`config.mk`:
```
export PLATFORM = sky130hd
export DESIGN_NAME = itd_decoder
export DESIGN_NICKNAME = d
export VERILOG_FILES = /design/src/itd_pkg.sv /design/src/itd_cycle_timer.sv /design/src/itd_decoder.sv /design/src/itd_target_calc.sv
export VERILOG_INCLUDE_DIRS = /design/src
export SDC_FILE = /design/constraint.sdc
export NUM_CORES = 1
export LEC_CHECK = 0
export ABC_AREA = 1
export BUFFER_PORTS_ARGS = -buffer_cell sky130_fd_sc_hd__buf_2
export CELL_PAD_IN_SITES_DETAIL_PLACEMENT = 1
export CELL_PAD_IN_SITES_GLOBAL_PLACEMENT = 2
export CORE_AREA = 5 5 139 141
export DETAILED_ROUTE_END_ITERATION = 7
export DIE_AREA = 0 0 144 146
export PLACE_DENSITY = 0.95
export SYNTH_ARGS = -nofsm -noshare
export SYNTH_HDL_FRONTEND = slang
export SYNTH_HIERARCHICAL = 1
export SYNTH_SLANG_ARGS = --single-unit
```
`constraint.sdc`:
```
create_clock -name sys_clk -period 3.7 [get_ports sys_clk]
set_input_delay 0.185 -clock sys_clk [delete_from_list [all_inputs] [get_ports sys_clk]]
set_output_delay 0.185 -clock sys_clk [all_outputs]
set_load 0.01 [all_outputs]
```
`src/itd_map.svh`:
```
// constants for the instruction length and cycle timing decoder
//
// Functional notes
// RQ1 - register-source add/addc/subb: one byte, one cycle
// RQ2 - direct or immediate accumulator arithmetic: two, two
// RQ3 - pointer-indirect arithmetic, inc, dec: one byte, two
// RQ4 - logic immediate into direct byte: three, three
// RQ5 - logic accumulator into direct byte: two, two
// RQ6 - accumulator-only operations: one byte, one cycle
// RQ7 - direct to direct move: three bytes, three
// RQ8 - load data pointer immediate: three, three
// RQ9 - code byte reads: one byte, three cycles
// RQ10 - every external data move: one byte, three
// RQ11 - push and pop: two bytes, two cycles
// RQ12 - low nibble exchange: one byte, two cycles
// RQ13 - bit and/or into carry: two, two
// RQ14 - carry/zero jumps: two bytes, two or three
// RQ15 - bit test jumps: three bytes, three or four
// RQ16 - short relative jump: two bytes, three cycles
// RQ17 - accumulator plus pointer jump: one, three
// RQ18 - compare register jump: three, three or four
// RQ19 - compare indirect jump: four or five cycles
// RQ20 - decrement jumps: register 2 2/3, direct 3 3/4
// RQ21 - multiply four cycles, divide eight cycles
// RQ22 - calls, jumps and returns: fixed lengths, cycles
// RQ23 - relative offset signed, from next instruction
// RQ24 - unused opcode behaves as no operation
// RQ25 - page targets stay in 2 kB page
`ifndef ITD_MAP_SVH
`define ITD_MAP_SVH

// ==========================================================
// encoded lengths in bytes
`define ITD_LEN_1B       2'h1
`define ITD_LEN_2B       2'h2
`define ITD_LEN_3B       2'h3

// ==========================================================
// execution times in system clock cycles
`define ITD_CYC_SINGLE   4'h1
`define ITD_CYC_DOUBLE   4'h2
`define ITD_CYC_TRIPLE   4'h3
`define ITD_CYC_MUL      4'h4
`define ITD_CYC_LONG     4'h4
`define ITD_CYC_CJNE_IND 4'h4
`define ITD_CYC_RET      4'h5
`define ITD_CYC_DIV      4'h8
`define ITD_CYC_TAKEN    4'h1

// ==========================================================
// special opcodes
`define ITD_OP_NOP       8'h00
`define ITD_OP_UNUSED    8'ha5
`define ITD_OP_MUL       8'ha4
`define ITD_OP_DIV       8'h84

// ==========================================================
// address layout of page targets
`define ITD_PAGE_MSB     15
`define ITD_PAGE_LSB     11

`endif

```
`src/itd_pkg.sv`:
```
// types shared by the instruction timing decoder files
package itd_pkg;

  // where a branch or call finds its destination
  typedef enum logic [2:0] {
    ITD_TS_NONE     = 3'h0,
    ITD_TS_REL1     = 3'h1,
    ITD_TS_REL2     = 3'h2,
    ITD_TS_PAGE     = 3'h3,
    ITD_TS_LONG     = 3'h4,
    ITD_TS_ACC_DATA_POINTER_16 = 3'h5,
    ITD_TS_RET      = 3'h6
  } itd_tsel_t;

  // execution sequencer, gray along idle, run, last
  typedef enum logic [1:0] {
    ITD_ST_IDLE = 2'h0,
    ITD_ST_RUN  = 2'h1,
    ITD_ST_LAST = 2'h3
  } itd_state_t;

  // decoded shape of one opcode
  typedef struct packed {
    logic [1:0] len;
    logic [3:0] cyc;
    logic       cond;
    itd_tsel_t  tsel;
  } itd_dec_t;

endpackage : itd_pkg

```
`src/itd_cycle_timer.sv`:
```
// cycle sequencer that holds one instruction for its cycle count
`timescale 1ns/1ps
`include "itd_map.svh"
module itd_cycle_timer (
  input  wire logic       sys_clk,
  input  wire logic       sys_rst,
  input  wire logic       load,
  input  wire logic [3:0] cycles,
  output logic            busy_r,
  output logic            done_r,
  output logic            ready_r
);
  typedef struct packed {
    itd_pkg::itd_state_t st;
    logic [3:0]          remain;
    logic                busy;
    logic                done;
    logic                ready;
  } itd_tmr_t;

  itd_tmr_t s_r;
  itd_tmr_t s_nxt;

  // ========================================================
  // count down, last cycle marked for back-to-back issue
  always_comb begin
    s_nxt = s_r;
    unique case (s_r.st)
      itd_pkg::ITD_ST_IDLE: s_nxt.remain = 4'h0;
      itd_pkg::ITD_ST_RUN: begin
        s_nxt.remain = s_r.remain - 4'h1;
        if (s_r.remain == 4'h1) s_nxt.st = itd_pkg::ITD_ST_LAST;
      end
      itd_pkg::ITD_ST_LAST: s_nxt.st = itd_pkg::ITD_ST_IDLE;
    endcase
    // a load in the last cycle starts the next one at once
    if (load) begin
      s_nxt.remain = cycles - `ITD_CYC_SINGLE;
      s_nxt.st     = (cycles == `ITD_CYC_SINGLE) ? itd_pkg::ITD_ST_LAST
                                                 : itd_pkg::ITD_ST_RUN;
    end
    s_nxt.busy  = (s_nxt.st != itd_pkg::ITD_ST_IDLE);
    s_nxt.done  = (s_nxt.st == itd_pkg::ITD_ST_LAST);
    s_nxt.ready = !s_nxt.busy || s_nxt.done;
  end

  // ========================================================
  // state register
  always_ff @(posedge sys_clk or posedge sys_rst) begin
    if (sys_rst) begin
      s_r <= '{st: itd_pkg::ITD_ST_IDLE, remain: 4'h0, busy: 1'b0,
               done: 1'b0, ready: 1'b1};
    end else begin
      s_r <= s_nxt;
    end
  end

  assign busy_r  = s_r.busy;
  assign done_r  = s_r.done;
  assign ready_r = s_r.ready;
endmodule : itd_cycle_timer

```
`src/itd_decoder.sv`:
```
// instruction length, cycle timing and branch decode for the core
`timescale 1ns/1ps
`include "itd_map.svh"
module itd_decoder (
  input  wire logic        sys_clk,
  input  wire logic        sys_rst,
  input  wire logic        instr_valid,
  input  wire logic [7:0]  opcode,
  input  wire logic [7:0]  operand1,
  input  wire logic [7:0]  operand2,
  input  wire logic [15:0] instr_pc,
  input  wire logic [7:0]  acc,
  input  wire logic [15:0] data_pointer_16,
  input  wire logic [15:0] return_addr,
  input  wire logic        cond_true,
  output logic             issue_ready,
  output logic             exec_busy,
  output logic             exec_done,
  output logic [1:0]       instr_len,
  output logic [3:0]       instr_cycles,
  output logic [15:0]      next_pc,
  output logic             redirect,
  output logic [15:0]      redirect_target,
  output logic             nop_alias
);
  typedef struct packed {
    logic [1:0]  len;
    logic [3:0]  cyc;
    logic [15:0] npc;
    logic        redir;
    logic [15:0] tgt;
    logic        nop_al;
  } itd_core_t;

  itd_core_t          s_r;
  itd_core_t          s_nxt;
  itd_pkg::itd_dec_t  dec;
  logic               issue;
  logic               taken;
  logic [3:0]         cyc_total;
  logic [15:0]        calc_npc;
  logic [15:0]        calc_tgt;
  logic               tmr_ready;

  // ========================================================
  // opcode table: bytes, base cycles, condition, destination
  always_comb begin
    dec = '{len: `ITD_LEN_1B, cyc: `ITD_CYC_SINGLE, cond: 1'b0,
            tsel: itd_pkg::ITD_TS_NONE};
    unique casez (opcode)
      // RQ1 register source one cycle, two byte register moves two cycles
      8'b0000_1???, 8'b0001_1???, 8'b0010_1???, 8'b0011_1???,
      8'b0100_1???, 8'b0101_1???, 8'b0110_1???, 8'b1001_1???,
      8'b1100_1???, 8'b1110_1???, 8'b1111_1???: begin
        dec.len = `ITD_LEN_1B;
        dec.cyc = `ITD_CYC_SINGLE;
      end
      8'b0111_1???, 8'b1000_1???, 8'b1010_1???: begin
        dec.len = `ITD_LEN_2B;
        dec.cyc = `ITD_CYC_DOUBLE;
      end
      // RQ18 compare register jump
      8'b1011_1???: begin
        dec = '{`ITD_LEN_3B, `ITD_CYC_TRIPLE, 1'b1,
                itd_pkg::ITD_TS_REL2};
      end
      // RQ20 decrement register jump
      8'b1101_1???: begin
        dec = '{`ITD_LEN_2B, `ITD_CYC_DOUBLE, 1'b1,
                itd_pkg::ITD_TS_REL1};
      end
      // RQ3 RQ12 pointer indirect two cycles
      8'b0000_011?, 8'b0001_011?, 8'b0010_011?, 8'b0011_011?,
      8'b0100_011?, 8'b0101_011?, 8'b0110_011?, 8'b1001_011?,
      8'b1100_011?, 8'b1101_011?, 8'b1110_011?, 8'b1111_011?: begin
        dec.len = `ITD_LEN_1B;
        dec.cyc = `ITD_CYC_DOUBLE;
      end
      8'b0111_011?, 8'b1000_011?, 8'b1010_011?: begin
        dec.len = `ITD_LEN_2B;
        dec.cyc = `ITD_CYC_DOUBLE;
      end
      // RQ19 compare indirect jump
      8'b1011_011?: begin
        dec = '{`ITD_LEN_3B, `ITD_CYC_CJNE_IND, 1'b1,
                itd_pkg::ITD_TS_REL2};
      end
      // RQ2 direct or immediate source two cycles
      8'h05, 8'h15, 8'h25, 8'h35, 8'h45, 8'h55, 8'h65, 8'h95,
      8'hc5, 8'he5, 8'hf5, 8'h24, 8'h34, 8'h44, 8'h54, 8'h64,
      8'h74, 8'h94: begin
        dec.len = `ITD_LEN_2B;
        dec.cyc = `ITD_CYC_DOUBLE;
      end
      // RQ7 RQ4 RQ8 three byte moves and logic
      8'h75, 8'h85, 8'h43, 8'h53, 8'h63, 8'h90: begin
        dec.len = `ITD_LEN_3B;
        dec.cyc = `ITD_CYC_TRIPLE;
      end
      // RQ24 unused opcode as no operation
      `ITD_OP_UNUSED, `ITD_OP_NOP: begin
        dec.len = `ITD_LEN_1B;
        dec.cyc = `ITD_CYC_SINGLE;
      end
      // RQ15 RQ20 three byte conditional jumps
      8'hb5, 8'hd5, 8'hb4, 8'h10, 8'h20, 8'h30: begin
        dec = '{`ITD_LEN_3B, `ITD_CYC_TRIPLE, 1'b1,
                itd_pkg::ITD_TS_REL2};
      end
      // RQ6 accumulator only
      8'h04, 8'h14, 8'hc4, 8'hd4, 8'he4, 8'hf4, 8'h03, 8'h13,
      8'h23, 8'h33, 8'ha3, 8'hb3, 8'hc3, 8'hd3: begin
        dec.len = `ITD_LEN_1B;
        dec.cyc = `ITD_CYC_SINGLE;
      end
      // RQ21 multiply and divide
      `ITD_OP_MUL: dec.cyc = `ITD_CYC_MUL;
      `ITD_OP_DIV: dec.cyc = `ITD_CYC_DIV;
      // RQ17 jump through pointer
      8'h73: begin
        dec.cyc  = `ITD_CYC_TRIPLE;
        dec.tsel = itd_pkg::ITD_TS_ACC_DATA_POINTER_16;
      end
      // RQ9 RQ10 code reads and external data
      8'h83, 8'h93, 8'b111?_001?, 8'b111?_0000: begin
        dec.len = `ITD_LEN_1B;
        dec.cyc = `ITD_CYC_TRIPLE;
      end
      // RQ22 long jump and call, then the returns
      8'h02, 8'h12: begin
        dec = '{`ITD_LEN_3B, `ITD_CYC_LONG, 1'b0,
                itd_pkg::ITD_TS_LONG};
      end
      8'h22, 8'h32: begin
        dec = '{`ITD_LEN_1B, `ITD_CYC_RET, 1'b0,
                itd_pkg::ITD_TS_RET};
      end
      // RQ5 RQ11 RQ13 two byte bit and direct forms
      8'h42, 8'h52, 8'h62, 8'h72, 8'h82, 8'h92, 8'ha2, 8'hb2,
      8'hc2, 8'hd2, 8'ha0, 8'hb0, 8'hc0, 8'hd0: begin
        dec.len = `ITD_LEN_2B;
        dec.cyc = `ITD_CYC_DOUBLE;
      end
      // RQ22 RQ25 absolute page jump and call
      8'b???_?_0001: begin
        dec = '{`ITD_LEN_2B, `ITD_CYC_TRIPLE, 1'b0,
                itd_pkg::ITD_TS_PAGE};
      end
      // RQ14 carry and zero jumps
      8'h40, 8'h50, 8'h60, 8'h70: begin
        dec = '{`ITD_LEN_2B, `ITD_CYC_DOUBLE, 1'b1,
                itd_pkg::ITD_TS_REL1};
      end
      // RQ16 short jump
      8'h80: begin
        dec = '{`ITD_LEN_2B, `ITD_CYC_TRIPLE, 1'b0,
                itd_pkg::ITD_TS_REL1};
      end
    endcase
  end

  // ========================================================
  // a taken conditional branch costs one cycle more
  assign issue     = instr_valid && tmr_ready;
  assign taken     = dec.cond ? cond_true
                              : (dec.tsel != itd_pkg::ITD_TS_NONE);
  assign cyc_total = dec.cyc + ((dec.cond && cond_true) ?
                                `ITD_CYC_TAKEN : 4'h0);

  itd_target_calc u_tgt (
    .instr_pc        (instr_pc),
    .len             (dec.len),
    .tsel            (dec.tsel),
    .opcode          (opcode),
    .operand1        (operand1),
    .operand2        (operand2),
    .acc             (acc),
    .data_pointer_16 (data_pointer_16),
    .return_addr     (return_addr),
    .next_pc         (calc_npc),
    .target          (calc_tgt)
  );

  itd_cycle_timer u_tmr (
    .sys_clk (sys_clk),
    .sys_rst (sys_rst),
    .load    (issue),
    .cycles  (cyc_total),
    .busy_r  (exec_busy),
    .done_r  (exec_done),
    .ready_r (tmr_ready)
  );

  // ========================================================
  // results captured at issue and held until the next issue
  always_comb begin
    s_nxt = s_r;
    if (issue) begin
      s_nxt.len    = dec.len;
      s_nxt.cyc    = cyc_total;
      s_nxt.npc    = calc_npc;
      s_nxt.redir  = taken;
      s_nxt.tgt    = taken ? calc_tgt : calc_npc;
      s_nxt.nop_al = (opcode == `ITD_OP_UNUSED);
    end
  end

  always_ff @(posedge sys_clk or posedge sys_rst) begin
    if (sys_rst) begin
      s_r <= '0;
    end else begin
      s_r <= s_nxt;
    end
  end

  assign issue_ready     = tmr_ready;
  assign instr_len       = s_r.len;
  assign instr_cycles    = s_r.cyc;
  assign next_pc         = s_r.npc;
  assign redirect        = s_r.redir;
  assign redirect_target = s_r.tgt;
  assign nop_alias       = s_r.nop_al;
endmodule : itd_decoder

```
`src/itd_target_calc.sv`:
```
// next instruction address and branch destination arithmetic
`timescale 1ns/1ps
`include "itd_map.svh"
module itd_target_calc (
  input  wire logic [15:0]      instr_pc,
  input  wire logic [1:0]       len,
  input  wire itd_pkg::itd_tsel_t tsel,
  input  wire logic [7:0]       opcode,
  input  wire logic [7:0]       operand1,
  input  wire logic [7:0]       operand2,
  input  wire logic [7:0]       acc,
  input  wire logic [15:0]      data_pointer_16,
  input  wire logic [15:0]      return_addr,
  output logic [15:0]           next_pc,
  output logic [15:0]           target
);
  logic [7:0]  rel;

  // ========================================================
  // relative offsets count from the following instruction
  always_comb begin
    next_pc = instr_pc + {14'h0, len};
    rel     = (tsel == itd_pkg::ITD_TS_REL2) ? operand2 : operand1;
    unique case (tsel)
      // RQ23 signed offset
      itd_pkg::ITD_TS_REL1,
      itd_pkg::ITD_TS_REL2: target = next_pc + {{8{rel[7]}}, rel};
      // RQ25 same page
      itd_pkg::ITD_TS_PAGE: target = {
        next_pc[`ITD_PAGE_MSB:`ITD_PAGE_LSB], opcode[7:5], operand1};
      itd_pkg::ITD_TS_LONG: target = {operand1, operand2};
      // RQ17 accumulator plus pointer
      itd_pkg::ITD_TS_ACC_DATA_POINTER_16: target = data_pointer_16 + {8'h0, acc};
      itd_pkg::ITD_TS_RET:      target = return_addr;
      default:                  target = next_pc;
    endcase
  end
endmodule : itd_target_calc

```
==> flow_summary.ini, run 1 <==
[status]
outcome = complete, but fails checks
failed_checks = setup timing

[power_and_ir_drop]
switching_share = 0.426
cellPowerDensity_nw_per_um2 = 398
total_leakage_power_nw = 4.37
vdd.ir_drop.worst_uv = 530
switchingPower_mw = 1.38
share_comb_of_total_power = 0.553
pwr-share-seq = 0.283
intPower_mw = 1.85
pwr-share-clk = 0.165
total_power_mw = 3.23

[clocking]
cts_made_buffers = 5
tritoncts_clock_tree = done
deepest_clock_path_buffer_count = 2
cts_max_level = 2
clk_root_buffer_cell = sky130_fd_sc_hd__clkbuf_16
worst_setup_hold_path_clk_slew_ns = 0.06
clock_sink_count = 49
clock_latency_ns = 0.29

[synth]
main_combinational_cell_family_by_area_after_synthesis = simple AND/OR/NAND/NOR gates
ys_seq_area_frac = 0.224
synthesis.nets = 998
synth.area.mux_share = 0
synth.ff_latch_count = 49
synthCells = 879
synth-simple-area-share = 0.445
synth_edf_count = 0
synth_area_per_cell_um2 = 6.23
asyncSetResetFlopFracSynth = 1.00
yosysWarningCount = 6
synth_area_in_compound_gates = 0.125
post_synth_xor_area_fraction = 0.0286
ys_dominant_reg_cell = sky130_fd_sc_hd__dfrtp_1
syn-cell-area_um2 = 5470
yosys.cell_types.count = 52
synth_fa_ha_area_frac = 0.0841

[worst_hold_path]
hold_path_class = in2reg
hold_path_startpoint = instr_pc[13]
hold_depth = 4
min_to = next_pc[13]

[place]
detailedPlacementHpwl_um = 17800
routabilityCongestion = 0.941
placed_cells_incl_taps = 1318
numPortBuffers = 126

[setup_path]
register_to_register_path_depth = 8
worstPathRequired_ns = 3.88
crit_fanout = 8
critPathSlowestCell = sky130_fd_sc_hd__fa_2
critical_path.max_stage_delay_ns = 0.38
critical_path.reg2reg.endpoint = redirect_target[15]
launching_element_type_of_the_critical_path = primary input
rr_startpoint = u_tmr/ready_r
cp-end-kind = flop
worst_ep_arrival_time_ns = 4.05
worst_path_most_repeated_cell = sky130_fd_sc_hd__nor2_4
timing.reg2reg.setup_slack_ns = 1.66
path_class = in2reg

[sta]
final.setup_skew_ns = 0.00214
min_period_ns = 3.87
max_slew.worst_pin.slew_ns = 0.674
final-hold-violation-count = 0
holdWs_ns = 0.306
final.period_utilization = 1.04
setup_tns_ns = -0.309
setup_slack_ns = -0.166
fmax_mhz = 259
timing.max_slew.rel_slack = 0.549
maxSlewViolCount = 0
final-setup-viol-count = 3
grt_setup_unrepaired = true

[cells_and_area]
area_growth_pct = 48.2
fin_cells = 1351
final_net_count = 1238
drive_above_1_share = 0.354
mostFrequentLayoutCell = sky130_fd_sc_hd__nand2_1
final_cell_mix = sky130_fd_sc_hd__nand2_1 (257), sky130_fd_sc_hd__buf_2 (118), sky130_fd_sc_hd__buf_4 (114), sky130_fd_sc_hd__inv_1 (94), sky130_fd_sc_hd__nand3_1 (73)
finish.utilization = 0.455

[global_route]
number_of_antenna_violations_at_the_first_check_in_global_routing = 1
grt_usage = 0.200
pin_count_of_the_biggest_net_entering_global_routing = 52
grt_overflow_total = 0
grt_pass1_vias = 6776
grt_first_pass_wirelength_um = 34300

[routing]
vias_per_cell = 5.13
detail_route.wirelength_um = 23900
initialDrtViolationCount = 300
drt-pass1-iter-count = 5
detail_route.drc_violations = 0
post_drt_antenna_nets = 0
via_count = 6925
wl_per_cell_um = 17.7

[floorplanning]
fp-row-count = 49
io_pins = 127
placeableCoreArea_um2 = 17800
initial_core_util = 0.307
dieHeight_um = 146
design.die.area_um2 = 21000
die_w_um = 144

[run]
max_cap_viols = 0
[synth_stat cells, types with 4 or more instances]
master / instances / area share
sky130_fd_sc_hd__a221oi_1: 7 / 0.011
sky130_fd_sc_hd__o21ai_0: 42 / 0.038
sky130_fd_sc_hd__inv_1: 108 / 0.074
sky130_fd_sc_hd__nor3_1: 14 / 0.013
sky130_fd_sc_hd__xnor2_1: 4 / 0.0064
sky130_fd_sc_hd__inv_2: 6 / 0.0041
sky130_fd_sc_hd__nand3_1: 86 / 0.079
sky130_fd_sc_hd__nand2_2: 13 / 0.015
sky130_fd_sc_hd__nand4_1: 18 / 0.021
sky130_fd_sc_hd__nor2_2: 10 / 0.011
sky130_fd_sc_hd__dfrtp_1: 48 / 0.22
sky130_fd_sc_hd__nand2_1: 277 / 0.19
sky130_fd_sc_hd__a21oi_1: 34 / 0.031
sky130_fd_sc_hd__xor2_1: 12 / 0.019
sky130_fd_sc_hd__ha_1: 32 / 0.073
sky130_fd_sc_hd__nor2_1: 74 / 0.051
sky130_fd_sc_hd__nand3b_1: 21 / 0.029
sky130_fd_sc_hd__clkbuf_1: 8 / 0.0055
sky130_fd_sc_hd__o211ai_1: 8 / 0.011
[area by class of cell]
class	count	area (um2)
diodes	2	5.00
clock buffers	7	143
clock inverters	1	30.0
fillers	2335	9730
inverters	116	464
multi-input cells	700	4310
flip-flops and latches	49	1230
well taps	229	287
repair buffers	247	1650
[cells by family after synthesis]
family | Yosys count
DFF | 49
adders and majority gates | 35
xor gates and xnor gates | 17
and+or+nand+nor | 533
AOI/OAI and AO/OA | 115
buffers and inverters | 130
[routing by layer]
layer / GRT usage / share of wire
met1: 0.296 / 0.45
met2: 0.315 / 0.46
met3: 0.0168 / 0.060
met4: 0.0452 / 0.027
met5: 0 / 0
[per-stage QoR]
stage          setup WS (ns)  cell area, um2
6_report              -0.166            8110
5_1_grt               -0.339            8110
4_1_cts              0.00365            7430
3_5_place_dp          -0.584            7070
3_3_place_gp          -0.392            7070
2_1_floorplan         0.0177            5490
[what timing repair did]
item	CTS	global route
setup buffers	4	18
setup endpoints to repair	11	12
hold buffers	1	0
endpoints found under the hold margin	8	0
pin swaps	16	56
resized for setup	31	141
[state kept, by name (all words and copies together) (netlist names), 2 cells and up]
signal and flops:
u_tmr/s_r 6, instr_cycles 4, next_pc 16, instr_len 2
redirect_target 16
[worst max-delay path, delay by kind of cell]
kind	cells	cell delay, ns
AND/OR/NAND/NOR	20	2.20
adder cells (fa/ha/maj)	3	0.80
buffers and inverters	5	0.43
XOR/XNOR	1	0.29
AO/OA/AOI/OAI	1	0.13
[power groups by stage]
| stage | logic, mW | registers, mW | clock network (mW) |
|---|---|---|---|
| after floorplan | 0.825 | 1.01 | 0 |
| after global placement | 1.54 | 0.913 | 0 |
| after detailed placement | 1.58 | 0.923 | 0 |
| after CTS | 1.64 | 0.915 | 0.547 |
| after global routing | 1.99 | 0.945 | 0.564 |
| final | 1.79 | 0.913 | 0.531 |
[how the worst max path moves through the flow]
stage | startpoint | endpoint
after floorplan | opcode[5] | redirect_target[15]
after global placement | opcode[3] | redirect_target[11]
after detailed placement | opcode[7] | redirect_target[11]
after CTS | opcode[4] | redirect_target[15]
after global routing | opcode[7] | redirect_target[15]
final | opcode[7] | redirect_target[15]
Power figures use the tool's default switching activity.
==> run 2, diff against run 1 <==
--- a/config.mk
+++ b/config.mk
@@ -10,10 +10,10 @@
 export BUFFER_PORTS_ARGS = -buffer_cell sky130_fd_sc_hd__buf_2
 export CELL_PAD_IN_SITES_DETAIL_PLACEMENT = 1
 export CELL_PAD_IN_SITES_GLOBAL_PLACEMENT = 2
-export CORE_AREA = 5 5 139 141
+export CORE_AREA = 5 5 152 154
 export DETAILED_ROUTE_END_ITERATION = 7
-export DIE_AREA = 0 0 144 146
-export PLACE_DENSITY = 0.95
+export DIE_AREA = 0 0 157 159
+export PLACE_DENSITY = 0.85
 export SYNTH_ARGS = -nofsm -noshare
 export SYNTH_HDL_FRONTEND = slang
 export SYNTH_HIERARCHICAL = 1
==> constraint.sdc (replaced) <==
create_clock -name sys_clk -period 3.35 [get_ports sys_clk]
set_input_delay 0.1675 -clock sys_clk [delete_from_list [all_inputs] [get_ports sys_clk]]
set_output_delay 0.1675 -clock sys_clk [all_outputs]
set_load 0.01 [all_outputs]
==> flow_summary.ini, run 2 (same netlist as run 1, synthesis figures left out) <==
[status]
outcome = complete, but fails checks
failed_checks = setup timing

[run]
max_cap_viols = 0

[global_route]
grt_first_pass_wirelength_um = 38500
groute.layer.met1.usage = 0.276
number_of_antenna_violations_at_the_first_check_in_global_routing = 0
pin_count_of_the_biggest_net_entering_global_routing = 51
met3_usage = 0.0185
gr-max-usage-layer = met2
grt_usage = 0.189
grt.met2_usage = 0.302
grt_overflow_total = 0
grt_pass1_vias = 7407

[cells_and_area]
fin_cells = 1463
drive_above_1_share = 0.416
finish.utilization = 0.407
final_cell_mix = sky130_fd_sc_hd__nand2_1 (249), sky130_fd_sc_hd__buf_4 (173), sky130_fd_sc_hd__buf_2 (118), sky130_fd_sc_hd__inv_1 (89), sky130_fd_sc_hd__nand3_1 (69)
n_antenna_cell = 0
n_fill_cell = 2781
mostFrequentLayoutCell = sky130_fd_sc_hd__nand2_1
stdcell_area_um2 = 8780
final_net_count = 1301
area_growth_pct = 60.4

[place]
dp_worst_setup_slack_ns = -0.843
numPortBuffers = 126
dpl-instance-area_um2 = 7430
detailedPlacementHpwl_um = 19400
placed_cells_incl_taps = 1404
routabilityCongestion = 0.868

[setup_path]
endpoint = redirect_target[15]
cp-end-kind = flop
path_class = in2reg
worst_ep_arrival_time_ns = 3.78
launching_element_type_of_the_critical_path = primary input
rr_startpoint = u_tmr/ready_r
timing.reg2reg.setup_slack_ns = 1.61
register_to_register_path_depth = 7
critical_path.max_stage_delay_ns = 0.28
critPathSlowestCell = sky130_fd_sc_hd__ha_4
worstPathRequired_ns = 3.53
setup.worst_path.start = opcode[0]
crit_fanout = 6
critical_path.reg2reg.endpoint = redirect_target[14]

[floorplanning]
placeableCoreArea_um2 = 21600
die_w_um = 157
io_pins = 127
design.die.area_um2 = 25000
initial_core_util = 0.254
fp-row-count = 54
dieHeight_um = 159

[clocking]
cts_max_level = 2
tritoncts_clock_tree = done
worst_setup_hold_path_clk_slew_ns = 0.07
cts_made_buffers = 5
clock_sink_count = 49
clk_root_buffer_cell = sky130_fd_sc_hd__clkbuf_16
deepest_clock_path_buffer_count = 2
clock_latency_ns = 0.29

[power_and_ir_drop]
cellPowerDensity_nw_per_um2 = 418
total_power_mw = 3.67
switchingPower_mw = 1.59
share_comb_of_total_power = 0.588
total_leakage_power_nw = 4.69
vdd.ir_drop.worst_uv = 229
switching_share = 0.435
pwr-share-seq = 0.276
intPower_mw = 2.07
pwr-share-clk = 0.137

[routing]
detail_route.drc_violations = 0
wl_per_cell_um = 16.9
post_drt_antenna_nets = 0
detail_route.wirelength_um = 24700
via_count = 7043
vias_per_cell = 4.81
drt-pass1-iter-count = 5
initialDrtViolationCount = 231

[sta]
holdWs_ns = 0.295
max_slew.worst_pin.slew_ns = 0.731
min_period_ns = 3.60
setup_slack_ns = -0.248
final.setup_skew_ns = 0.00568
grt_setup_unrepaired = true
setup_tns_ns = -1.84
maxSlewViolCount = 0
timing.max_slew.rel_slack = 0.512
final-hold-violation-count = 0
final-setup-viol-count = 12
fmax_mhz = 278
final.period_utilization = 1.07

[worst_hold_path]
hold_path_class = in2reg
==> run 2: changes by cell type in the layout (fill, tap and decap cells not counted), sizes merged <==
cell,previous run,this run
clkbuf,7,5
inv,112,115
diode,2,0
bufinv,1,0
buf,246,309
==> run 2: per-layer routing <==
layer	vias to the layer above	wire length [um]
li1	3486	-
met1	3345	12000
met2	179	11000
met3	33	1220
met4	0	442
met5	-	0
==> run 2: power groups by stage <==
stage	combinational [mW]	sequential [mW]	clock, mW
after global placement	1.81	1.01	0
after CTS	2.02	1.02	0.525
after global routing	2.39	1.05	0.545
after detailed placement	1.85	1.02	0
final	2.15	1.01	0.502
after floorplan	0.917	1.12	0
==> run 2: final cells by class <==
type	count	area (um2)	area share
Multi-Input combinational cell	700	4460	0.508
Timing Repair Buffer	310	2130	0.242
Sequential cell	49	1230	0.140
Inverter	116	468	0.0533
Tap cell	280	350	0.0399
Clock buffer	5	125	0.0143
Clock inverter	3	21.3	0.00242
==> run 2: worst min-delay path by stage <==
stage                        end         start  cells after the start
floorplan           u_tmr/busy_r       sys_rst                      1
global placement    u_tmr/done_r       sys_rst                      2
detailed placement  u_tmr/s_r[5]       sys_rst                      2
CTS                  next_pc[13]  instr_pc[13]                      4
global route         next_pc[13]  instr_pc[13]                      4
finish               next_pc[13]  instr_pc[13]                      4
==> run 2: timing repair <==
action	CTS	global route
endpoints found under the setup margin	13	14
pin swaps	54	58
gates resized for setup	137	77
endpoints found under the hold margin	8	0
hold buffers	1	0
setup buffers	40	15
==> run 2: critical path: cells and delay by family <==
kind                       cells  cell delay, ns
and+or+nand+nor               20            2.13
buffers and inverters          6            0.53
adders and majority gates      2            0.48
xor gates and xnor gates       1            0.28
AOI/OAI and AO/OA              1            0.17
